## config.mk

```make
export PLATFORM = sky130hd
export DESIGN_NAME = iop_top
export DESIGN_NICKNAME = d
export VERILOG_FILES = /design/src/iop_pkg.sv /design/src/iop_clk_blk.sv /design/src/iop_port_unit.sv /design/src/iop_top.sv
export SDC_FILE = /design/constraint.sdc
export NUM_CORES = 2
export LEC_CHECK = 0
export BUFFER_PORTS_ARGS = -buffer_cell sky130_fd_sc_hd__buf_2
export CAP_MARGIN = 20
export CORE_MARGIN = 2
export CORE_UTILIZATION = 61
export DETAILED_ROUTE_END_ITERATION = 8
export PLACE_DENSITY = 0.82
export SLEW_MARGIN = 20
export SYNTH_ARGS = -nofsm -noshare
export SYNTH_HDL_FRONTEND = slang
export SYNTH_SLANG_ARGS = --single-unit
```

## constraint.sdc

```tcl
create_clock -name core_clk -period 5.25 [get_ports core_clk]
set_input_delay 0.525 -clock core_clk [delete_from_list [all_inputs] [get_ports core_clk]]
set_output_delay 0.525 -clock core_clk [all_outputs]
set_load 0.01 [all_outputs]
```

## src/iop_pkg.sv

```systemverilog
package iop_pkg;

	typedef logic [31:0] iop_word_t;

	localparam int              IOP_NPORT = 5;
	localparam int              IOP_NCLK  = 6;
	localparam int              IOP_NPIN  = 32;
	localparam int              IOP_CNT_W = 16;
	localparam int              IOP_DIV_W = 8;

	// Port widths, narrowest first; index order is also pin priority
	localparam int              IOP_PORT_W [IOP_NPORT] = '{1, 4, 8, 16, 32};

	// Pins that the serial link takes over when enabled
	localparam iop_word_t       IOP_LINK_PINS = 32'hFF00_0000;

	// Address map (byte addresses, one word per register)
	localparam logic [11:0]     IOP_PORT_BASE   = 12'h000;
	localparam logic [11:0]     IOP_PORT_STRIDE = 12'h020;
	localparam logic [4:0]      IOP_OFS_CTRL    = 5'h00;
	localparam logic [4:0]      IOP_OFS_DATA    = 5'h04;
	localparam logic [4:0]      IOP_OFS_COND    = 5'h08;
	localparam logic [4:0]      IOP_OFS_TIME    = 5'h0C;
	localparam logic [4:0]      IOP_OFS_COUNT   = 5'h10;
	localparam logic [4:0]      IOP_OFS_TSTAMP  = 5'h14;
	localparam logic [4:0]      IOP_OFS_STAT    = 5'h18;
	localparam logic [11:0]     IOP_LINK_EN     = 12'h100;
	localparam logic [11:0]     IOP_IRQ_STAT    = 12'h104;
	localparam logic [11:0]     IOP_IRQ_MASK    = 12'h108;
	localparam logic [11:0]     IOP_CLK_BASE    = 12'h120;

	// Port control fields
	localparam int              IOP_CTL_EN      = 0;
	localparam int              IOP_CTL_OUT     = 1;
	localparam int              IOP_CTL_OC      = 2;
	localparam int              IOP_CTL_COND    = 3;
	localparam int              IOP_CTL_NEQ     = 4;
	localparam int              IOP_CTL_TIMED   = 5;
	localparam int              IOP_CTL_STB     = 6;
	localparam int              IOP_CTL_CLK_LSB = 8;

	// Clock block configuration fields
	localparam int              IOP_CK_EXT      = 0;
	localparam int              IOP_CK_DIV_LSB  = 8;

	// Reset values, and the word read at an unmapped address
	localparam iop_word_t       IOP_CTRL_RST    = 32'h0000_0000;
	localparam iop_word_t       IOP_CLKCFG_RST  = 32'h0000_0000;
	localparam iop_word_t       IOP_MASK_RST    = 32'h0000_0000;
	localparam iop_word_t       IOP_UNMAPPED    = 32'h0000_0000;

	typedef struct packed {
		logic                   en;
		logic                   out;
		logic                   oc;
		logic                   cond;
		logic                   cond_neq;
		logic                   timed;
		logic                   stb;
		logic [2:0]             clk_sel;
		iop_word_t              cond_val;
		logic [IOP_CNT_W-1:0]   time_val;
	} iop_port_cfg_s;

	typedef struct packed {
		iop_word_t              pin_word;
		iop_word_t              xfer;
		logic [IOP_CNT_W-1:0]   count;
		logic [IOP_CNT_W-1:0]   tstamp;
		logic                   valid;
		logic                   pending;
		logic                   ready;
		logic                   strobe;
	} iop_port_st_s;

endpackage

```

## src/iop_clk_blk.sv

```systemverilog
`timescale 1ns/1ps
module iop_clk_blk
	import iop_pkg::*;
(
	input  wire logic                   core_clk, // Core clock
	input  wire logic                   rst_n,    // Synchronous reset, active low
	input  wire logic                   ext_sel,  // Take edges from the 1-bit port pin
	input  wire logic [IOP_DIV_W-1:0]   div,      // Source edges per tick, minus one
	input  wire logic                   ext_lvl,  // Synchronised 1-bit port pin level
	output logic                        tick      // One-cycle active edge of this block
);

	logic                   ext_prev_ff;
	logic [IOP_DIV_W-1:0]   div_cnt_ff;
	logic                   src_edge;

	always_ff @(posedge core_clk)
	begin
		if (!rst_n)
			ext_prev_ff <= 1'b0;
		else
			ext_prev_ff <= ext_lvl;
	end

	// The reference source gives an edge every core cycle
	assign src_edge = ext_sel ? (ext_lvl & ~ext_prev_ff) : 1'b1;

	always_ff @(posedge core_clk)
	begin
		if (!rst_n)
		begin
			div_cnt_ff <= '0;
			tick       <= 1'b0;
		end
		else
		begin
			tick <= 1'b0;
			if (src_edge)
			begin
				if (div_cnt_ff >= div)
				begin
					div_cnt_ff <= '0;
					tick       <= 1'b1;
				end
				else
					div_cnt_ff <= div_cnt_ff + 1'b1;
			end
		end
	end

endmodule

```

## src/iop_port_unit.sv

```systemverilog
`timescale 1ns/1ps
module iop_port_unit
	import iop_pkg::*;
(
	input  wire logic           core_clk,  // Core clock
	input  wire logic           rst_n,     // Synchronous reset, active low
	input  iop_port_cfg_s       cfg,       // Port configuration
	input  iop_word_t           wmask,     // Ones over the port's nominal width
	input  wire logic           tick,      // Active edge of the attached clock block
	input  iop_word_t           pins,      // Synchronised pin values
	input  wire logic           stb_in,    // Synchronised input strobe
	input  wire logic           wr_data,   // Core writes the transfer register
	input  iop_word_t           wdata,     // Word written by the core
	input  wire logic           rd_data,   // Core reads the transfer register
	output iop_port_st_s        st         // Port state
);

	logic   time_ok;
	logic   cond_ok;
	logic   in_go;
	logic   out_go;

	// Full nominal width always moves, shared pins or not
	assign time_ok = ~cfg.timed | (st.count == cfg.time_val);
	assign cond_ok = ~cfg.cond |
		(cfg.cond_neq ? ((pins & wmask) != (cfg.cond_val & wmask))
		              : ((pins & wmask) == (cfg.cond_val & wmask)));
	assign in_go   = cfg.en & ~cfg.out & tick & time_ok & cond_ok &
		(~cfg.stb | stb_in);
	assign out_go  = cfg.en & cfg.out & tick & time_ok & st.pending;

	always_ff @(posedge core_clk)
	begin
		if (!rst_n)
			st.count <= '0;
		else if (tick)
			st.count <= st.count + 1'b1;
	end

	// Transfer register on the core side, pin register on the pin side
	always_ff @(posedge core_clk)
	begin
		if (!rst_n)
		begin
			st.xfer     <= '0;
			st.pin_word <= '0;
		end
		else
		begin
			if (wr_data)
				st.xfer <= wdata & wmask;
			else if (in_go)
				st.xfer <= pins & wmask;
			if (out_go)
				st.pin_word <= st.xfer;
		end
	end

	// A write arriving with the pin update re-arms the output
	always_ff @(posedge core_clk)
	begin
		if (!rst_n)
			st.pending <= 1'b0;
		else if (wr_data && cfg.out)
			st.pending <= 1'b1;
		else if (out_go)
			st.pending <= 1'b0;
	end

	// Capture wins over a read in the same cycle
	always_ff @(posedge core_clk)
	begin
		if (!rst_n)
			st.valid <= 1'b0;
		else if (in_go)
			st.valid <= 1'b1;
		else if (rd_data)
			st.valid <= 1'b0;
	end

	always_ff @(posedge core_clk)
	begin
		if (!rst_n)
		begin
			st.tstamp <= '0;
			st.ready  <= 1'b0;
			st.strobe <= 1'b0;
		end
		else
		begin
			st.ready  <= in_go | out_go;
			st.strobe <= out_go & cfg.stb;
			if (in_go || out_go)
				st.tstamp <= st.count;
		end
	end

endmodule

```

## src/iop_top.sv

```systemverilog
`timescale 1ns/1ps
// Summary of operation
// - Five ports of 1, 4, 8, 16 and 32 bits share one pin bank.
// - All pins of a port face one direction, input or output.
// - A port drives its pins, or samples them, optionally waiting for a match.
// - Open collector: zero pulls low, one floats; chosen per port.
// - Data passes a pin register and a transfer register.
// - Each port has a readable 16-bit counter that can time transfers.
// - Each transfer saves the counter value as a timestamp.
// - An enabled serial link takes drive of its pins from the ports; input ports still sample them.
// - A narrower enabled port owns shared pins; other pins stay with wider.
// - Ports always transfer their full nominal width.
// - Six clock blocks; block 0 is the reference, others programmable.
// - A clock block may run from the 1-bit port pin, optionally divided.
// - Ports take an input strobe and may emit an output strobe.
// - After reset every port uses clock block 0.
// - Every core access completes in one cycle.
// - While reset is held every pin has its pull-down on.
module iop_top
	import iop_pkg::*;
(
	input  wire logic                   core_clk,   // 40 MHz core clock
	input  wire logic                   rst_n,      // Synchronous reset, active low
	input  wire logic [11:0]            paddr,      // APB address
	input  wire logic                   psel,       // APB select
	input  wire logic                   penable,    // APB enable
	input  wire logic                   pwrite,     // APB direction, high for write
	input  wire logic [31:0]            pwdata,     // APB write data
	output logic      [31:0]            prdata,     // APB read data
	output logic                        pready,     // APB ready
	output logic                        pslverr,    // APB error on unmapped address
	input  wire logic [IOP_NPIN-1:0]    pin_in,     // Pin levels
	output logic      [IOP_NPIN-1:0]    pin_out,    // Pin drive value
	output logic      [IOP_NPIN-1:0]    pin_oe,     // Pin drive enable
	output logic      [IOP_NPIN-1:0]    pin_pd_en,  // Pin pull-down enable
	input  wire logic [IOP_NPORT-1:0]   strobe_in,  // Strobes from external logic
	output logic      [IOP_NPORT-1:0]   strobe_out, // Strobes with output data
	output logic                        irq         // Unmasked ready event pending
);

	iop_word_t              pin_s1_ff;
	iop_word_t              pin_s2_ff;
	logic [IOP_NPORT-1:0]   stb_s1_ff;
	logic [IOP_NPORT-1:0]   stb_s2_ff;

	iop_word_t              ctrl_ff   [IOP_NPORT];
	iop_word_t              cond_ff   [IOP_NPORT];
	logic [IOP_CNT_W-1:0]   time_ff   [IOP_NPORT];
	iop_word_t              clkcfg_ff [IOP_NCLK];
	logic                   link_en_ff;
	logic [IOP_NPORT-1:0]   irq_stat_ff;
	logic [IOP_NPORT-1:0]   irq_mask_ff;

	iop_port_cfg_s          cfg       [IOP_NPORT];
	iop_port_st_s           st        [IOP_NPORT];
	iop_word_t              wmask     [IOP_NPORT];
	logic [IOP_NCLK-1:0]    clk_tick;
	logic [IOP_NPORT-1:0]   port_tick;
	logic [IOP_NPORT-1:0]   wr_data;
	logic [IOP_NPORT-1:0]   rd_data;
	logic [IOP_NPORT-1:0]   ready_ev;

	logic                   setup;
	logic                   wr_acc;
	logic                   rd_acc;
	logic                   port_hit;
	logic [2:0]             port_idx;
	logic [4:0]             port_ofs;
	logic                   nxt_err;
	iop_word_t              nxt_rdata;

	iop_word_t              nxt_pin_out;
	iop_word_t              nxt_pin_oe;
	iop_word_t              claimed;

	// Two flip-flops on every pin before any logic looks at it
	always_ff @(posedge core_clk)
	begin
		if (!rst_n)
		begin
			pin_s1_ff <= '0;
			pin_s2_ff <= '0;
			stb_s1_ff <= '0;
			stb_s2_ff <= '0;
		end
		else
		begin
			pin_s1_ff <= pin_in;
			pin_s2_ff <= pin_s1_ff;
			stb_s1_ff <= strobe_in;
			stb_s2_ff <= stb_s1_ff;
		end
	end

	// APB: the answer comes in the first access cycle, no wait states
	assign setup    = psel & ~penable;
	assign wr_acc   = psel & penable & pready & pwrite;
	assign rd_acc   = psel & penable & pready & ~pwrite;
	assign port_hit = (paddr < (IOP_PORT_BASE + IOP_PORT_STRIDE * 12'(IOP_NPORT)));
	assign port_idx = paddr[7:5];
	assign port_ofs = paddr[4:0];

	always_ff @(posedge core_clk)
	begin
		if (!rst_n)
			pready <= 1'b0;
		else
			pready <= setup & ~pready;
	end

	always_comb
	begin
		nxt_rdata = IOP_UNMAPPED;
		nxt_err   = 1'b0;
		if (port_hit)
		begin
			unique case (port_ofs)
				IOP_OFS_CTRL:   nxt_rdata = ctrl_ff[port_idx];
				IOP_OFS_DATA:   nxt_rdata = st[port_idx].xfer;
				IOP_OFS_COND:   nxt_rdata = cond_ff[port_idx];
				IOP_OFS_TIME:   nxt_rdata = {16'h0000, time_ff[port_idx]};
				IOP_OFS_COUNT:  nxt_rdata = {16'h0000, st[port_idx].count};
				IOP_OFS_TSTAMP: nxt_rdata = {16'h0000, st[port_idx].tstamp};
				IOP_OFS_STAT:   nxt_rdata = {30'h0000_0000, st[port_idx].pending,
				                             st[port_idx].valid};
				default:        nxt_err   = 1'b1;
			endcase
		end
		else if (paddr == IOP_LINK_EN)
			nxt_rdata = {31'h0000_0000, link_en_ff};
		else if (paddr == IOP_IRQ_STAT)
			nxt_rdata = {27'h000_0000, irq_stat_ff};
		else if (paddr == IOP_IRQ_MASK)
			nxt_rdata = {27'h000_0000, irq_mask_ff};
		else if (paddr >= IOP_CLK_BASE && paddr < IOP_CLK_BASE + 12'(4 * IOP_NCLK)
		         && paddr[1:0] == 2'b00)
			nxt_rdata = clkcfg_ff[3'(paddr[4:2])];
		else
			nxt_err = 1'b1;
	end

	always_ff @(posedge core_clk)
	begin
		if (!rst_n)
		begin
			prdata  <= '0;
			pslverr <= 1'b0;
		end
		else if (setup)
		begin
			prdata  <= pwrite ? '0 : nxt_rdata;
			pslverr <= nxt_err;
		end
		else
		begin
			prdata  <= '0;
			pslverr <= 1'b0;
		end
	end

	// Global registers
	always_ff @(posedge core_clk)
	begin
		if (!rst_n)
		begin
			link_en_ff  <= 1'b0;
			irq_mask_ff <= IOP_MASK_RST[IOP_NPORT-1:0];
		end
		else if (wr_acc && !pslverr)
		begin
			if (paddr == IOP_LINK_EN)
				link_en_ff <= pwdata[0];
			if (paddr == IOP_IRQ_MASK)
				irq_mask_ff <= pwdata[IOP_NPORT-1:0];
		end
	end

	// A new event in the clearing read cycle stays set
	always_ff @(posedge core_clk)
	begin
		if (!rst_n)
			irq_stat_ff <= '0;
		else if (rd_acc && paddr == IOP_IRQ_STAT)
			irq_stat_ff <= ready_ev;
		else
			irq_stat_ff <= irq_stat_ff | ready_ev;
	end

	always_ff @(posedge core_clk)
	begin
		if (!rst_n)
			irq <= 1'b0;
		else
			irq <= |((irq_stat_ff | ready_ev) & irq_mask_ff);
	end

	// Clock blocks; block 0 is tied to the reference source
	genvar k;
	generate
		for (k = 0; k < IOP_NCLK; k++)
		begin : g_clk
			always_ff @(posedge core_clk)
			begin
				if (!rst_n)
					clkcfg_ff[k] <= IOP_CLKCFG_RST;
				else if (wr_acc && k != 0 && paddr == IOP_CLK_BASE + 12'(4 * k))
					clkcfg_ff[k] <= pwdata;
			end

			iop_clk_blk u_clk (
				.core_clk (core_clk),
				.rst_n    (rst_n),
				.ext_sel  (clkcfg_ff[k][IOP_CK_EXT]),
				.div      (clkcfg_ff[k][IOP_CK_DIV_LSB +: IOP_DIV_W]),
				.ext_lvl  (pin_s2_ff[0]),
				.tick     (clk_tick[k])
			);
		end
	endgenerate

	// Ports
	genvar p;
	generate
		for (p = 0; p < IOP_NPORT; p++)
		begin : g_port
			localparam logic [11:0] BASE = IOP_PORT_BASE + IOP_PORT_STRIDE * 12'(p);

			assign wmask[p] = iop_word_t'((64'h1 << IOP_PORT_W[p]) - 64'h1);

			always_ff @(posedge core_clk)
			begin
				if (!rst_n)
				begin
					ctrl_ff[p] <= IOP_CTRL_RST;
					cond_ff[p] <= '0;
					time_ff[p] <= '0;
				end
				else if (wr_acc)
				begin
					if (paddr == BASE + 12'(IOP_OFS_CTRL))
						ctrl_ff[p] <= pwdata & 32'h0000_07FF;
					if (paddr == BASE + 12'(IOP_OFS_COND))
						cond_ff[p] <= pwdata & wmask[p];
					if (paddr == BASE + 12'(IOP_OFS_TIME))
						time_ff[p] <= pwdata[IOP_CNT_W-1:0];
				end
			end

			assign wr_data[p] = wr_acc & (paddr == BASE + 12'(IOP_OFS_DATA));
			assign rd_data[p] = rd_acc & (paddr == BASE + 12'(IOP_OFS_DATA));

			always_comb
			begin
				cfg[p].en       = ctrl_ff[p][IOP_CTL_EN];
				cfg[p].out      = ctrl_ff[p][IOP_CTL_OUT];
				cfg[p].oc       = ctrl_ff[p][IOP_CTL_OC];
				cfg[p].cond     = ctrl_ff[p][IOP_CTL_COND];
				cfg[p].cond_neq = ctrl_ff[p][IOP_CTL_NEQ];
				cfg[p].timed    = ctrl_ff[p][IOP_CTL_TIMED];
				cfg[p].stb      = ctrl_ff[p][IOP_CTL_STB];
				cfg[p].clk_sel  = ctrl_ff[p][IOP_CTL_CLK_LSB +: 3];
				cfg[p].cond_val = cond_ff[p];
				cfg[p].time_val = time_ff[p];
			end

			// Selection codes beyond the last block fall back to block 0
			assign port_tick[p] = (cfg[p].clk_sel < 3'(IOP_NCLK)) ?
				clk_tick[cfg[p].clk_sel] : clk_tick[0];

			iop_port_unit u_port (
				.core_clk (core_clk),
				.rst_n    (rst_n),
				.cfg      (cfg[p]),
				.wmask    (wmask[p]),
				.tick     (port_tick[p]),
				.pins     (pin_s2_ff),
				.stb_in   (stb_s2_ff[p]),
				.wr_data  (wr_data[p]),
				.wdata    (pwdata),
				.rd_data  (rd_data[p]),
				.st       (st[p])
			);

			assign ready_ev[p] = st[p].ready;

			always_ff @(posedge core_clk)
			begin
				if (!rst_n)
					strobe_out[p] <= 1'b0;
				else
					strobe_out[p] <= st[p].strobe;
			end
		end
	endgenerate

	// Pin ownership: narrowest enabled port wins, the link beats all
	always_comb
	begin
		nxt_pin_out = '0;
		nxt_pin_oe  = '0;
		claimed     = '0;
		for (int i = 0; i < IOP_NPIN; i++)
		begin
			for (int q = IOP_NPORT - 1; q >= 0; q--)
			begin
				if (cfg[q].en && wmask[q][i])
				begin
					claimed[i] = 1'b1;
					if (cfg[q].out)
					begin
						nxt_pin_out[i] = cfg[q].oc ? 1'b0 : st[q].pin_word[i];
						nxt_pin_oe[i]  = cfg[q].oc ? ~st[q].pin_word[i] : 1'b1;
					end
					else
					begin
						nxt_pin_out[i] = 1'b0;
						nxt_pin_oe[i]  = 1'b0;
					end
				end
			end
			if (link_en_ff && IOP_LINK_PINS[i])
			begin
				claimed[i]     = 1'b1;
				nxt_pin_out[i] = 1'b0;
				nxt_pin_oe[i]  = 1'b0;
			end
		end
	end

	always_ff @(posedge core_clk)
	begin
		if (!rst_n)
		begin
			pin_out   <= '0;
			pin_oe    <= '0;
			pin_pd_en <= '1;
		end
		else
		begin
			pin_out   <= nxt_pin_out;
			pin_oe    <= nxt_pin_oe;
			pin_pd_en <= ~claimed;
		end
	end

endmodule

```

==> results.toml <==
[placement]
io_buffers = 221
routabilityCongestion = 1.060
place_inst = 4731
hpwl_um = 93370

[global_route]
gr-total-overflow = 0
grt-busiest-layer = "met2"
use_met2_pct = 54.78
grt_start_max_net_pins = 180
grt_pass1_wl_um = 194800
met3_usage_pct = 9.193
grt_pass1_vias = 29840
antenna_found_initial = 7
grtUsageMet1_pct = 52.98
grtUsageTotal_pct = 37.40

[floorplan]
core_mm2 = 0.06728
rows = 95
die_w_um = 265.1
pin_count = 222
die_area_mm2 = 0.07027
start_util_pct = 61.81
die_h_um = 265.1

[sta]
max-slew-margin-rel_pct = 27.39
layout_min_cycle_time_ns = 3.607
tightest_slew_ns = 1.085
fmax_ghz = 0.2772
fin_crit_sh_pct = 68.70
setup_viol = 0
rsz0062_at_grt = "false"
final_hold_viol_count = 0
drv_slew = 0
fin_tns_setup_ns = 0
finClkSkew_ns = 0.05041

[pwr]
max-vdd-ir-drop_mv = 0.4686
leakagePower_nw = 18.11
power_density_mw_per_mm2 = 339.9

[hold_path]
holdCritPathClass = "in2reg"
min_path_cells = 2

[logic_synthesis]
synth_area_mm2 = 0.04158
ys_warn_count = 0
synth_flop_cell = "dfxtp_1"
async_flop_share_pct = 0
synthCells = 3909
synth_nets = 4045
syn_avg_cell_area_um2 = 10.64
synth_edf_count = 356
seq_area_frac_synth_pct = 51.90
synth.distinct_cells = 79
ys_ff_latch = 900

[critical_path]
r2r_start = "pin_s2_ff[3]"
crit_end = "g_port[4].u_port.st[51]"
worstPathArrival_ns = 4.14
timing.rr.end = "g_port[4].u_port.st[51]"
reg2reg_depth = 8
criticalPathCategory = "reg2reg"
critPathRequiredTime_ns = 5.79
crit_fanout = 33
rrSetupSlack_ns = 1.64
endpoint_kind = "flip-flop"
cp-startpoint = "pin_s2_ff[3]"
critPathLaunchType = "flip-flop"

[layout]
area_growth_pct = 10.93
n_fill_cell = 4886
stdcell_count = 4908
mostFrequentLayoutCells = "dfxtp_1, and2_1, edfxtp_1, nor2_1, nand2_1"
final_common_cell = "dfxtp_1"
fin_nets = 4090
drive_gt1_share_pct = 14.17

[clock_tree]
cts_root_buf = "clkbuf_16"
cts_sinks = 900
cts_resized = 0
cts_buffer_depth = 3
clk_latency_ns = 0.68
htree_levels = 3
path_clk_slew_ns = 0.07
cts_hold_buffers = 0
cts_tree = "yes"
post_cts.repair.setup_buffers = 0
cts_buffers = 92

[drt]
post_drt_wl_per_cell_um = 27.32
wl_um = 134100
drt_iter0_drc = 5364
drtPass1Iterations = 6
dr_total_vias = 32380
route.detailed.drc = 0
ant_nets = 0
via_per_inst = 6.597

[job]
drv_cap = 0

[outcome]
status = "complete, no violations"
## power breakdown
part / switching, mW / internal, mW
Combinational: 0.671 / 0.358
Sequential: 0.191 / 7.42
Clock: 2.85 / 4.19
Total: 3.71 / 12.0
## sequential cells by signal (all words and copies together), names as in the netlist, 40 cells and up
| signal | flops |
|---|---|
| clkcfg_ff | 160 |
| cond_ff | 61 |
| ctrl_ff | 55 |
| g_clk.u_clk.div_cnt_ff | 40 |
| g_port.u_port.st | 302 |
| time_ff | 80 |
## area by class of cell
cell class              instances  area (um2)  area share [%]
clock buffers                 131        2699           5.851
flip-flops and latches        900       21580           46.78
multi-input cells            2632       18370           39.82
well taps                     873        1092           2.368
clock inverters                38       585.6           1.269
repair buffers                268        1556           3.374
diodes                          6       15.01         0.03255
inverters                      60       230.2          0.4991
## cell families after synthesis
logic type / count (synthesis) / share of synthesized area, %
buffers and inverters: 377 / 4.173
and+or+nand+nor: 1305 / 16.15
muxes: 360 / 10.78
xor gates and xnor gates: 246 / 5.181
adders and majority gates: 50 / 1.504
DFF: 900 / 51.90
AOI/OAI and AO/OA: 671 / 10.31
## how the worst min path moves through the flow
stage / end / from
floorplan: pin_s2_ff[0] / pin_s1_ff[0]
global placement: pin_s2_ff[2] / pin_s1_ff[2]
detailed placement: pin_s2_ff[1] / pin_s1_ff[1]
CTS: pin_s1_ff[18] / pin_in[18]
global route: pin_s1_ff[7] / pin_in[7]
finish: pin_s1_ff[13] / pin_in[13]
## through the flow
step / area (um2) / setup WS [ns] / power, mW / utilization (%) / hold slack (ns)
2_1_floorplan: 41580 / 0.8614 / 8.332 / - / 0.4119
3_3_place_gp: 42760 / 1.456 / 8.711 / 63.57 / 0.4155
3_5_place_dp: 42760 / 1.473 / 8.732 / 63.57 / 0.4169
4_1_cts: 46050 / 1.739 / 15.63 / 68.45 / 0.03942
5_1_grt: 46110 / 1.617 / 16.01 / 68.54 / 0.05578
6_report: 46130 / 1.643 / 15.68 / 68.57 / 0.05806
## synth_stat cells, types with 41 or more instances
cell | count | area [um2]
dfxtp_1 | 544 | 10890
edfxtp_1 | 356 | 10690
nand2_1 | 248 | 930.9
mux4_2 | 65 | 1464
a221oi_1 | 41 | 359.1
clkbuf_1 | 215 | 807.0
inv_1 | 59 | 221.5
a211oi_1 | 42 | 315.3
ha_1 | 50 | 625.6
o21ai_0 | 106 | 530.5
a22oi_1 | 91 | 683.2
nand3_1 | 73 | 365.4
nor2_1 | 321 | 1205
mux2i_1 | 242 | 2422
nand4_1 | 74 | 462.9
and2_1 | 452 | 2828
xnor2_1 | 134 | 1174
a21oi_1 | 233 | 1166
xor2_1 | 112 | 980.9
mux2_2 | 51 | 574.3
## per-layer routing
| metal | vias up | part of all wire [%] |
|---|---|---|
| met2 | 2502 | 42 |
| met4 | 2 | 5.0 |
| met5 | - | 0.0082 |
| met3 | 433 | 15 |
| met1 | 15530 | 38 |
| li1 | 13910 | - |
## worst max-delay path, stage by stage (launching register included)
cell and delay, ns:
dfxtp_1 0.99, xor2_1 0.19, nor4_1 0.40, nand4_1 0.33, o21ai_0 0.24, nor3b_2 0.29, buf_4 0.58, mux2i_1 0.30
a21oi_1 0.09
(Power assumes the default switching activity.)
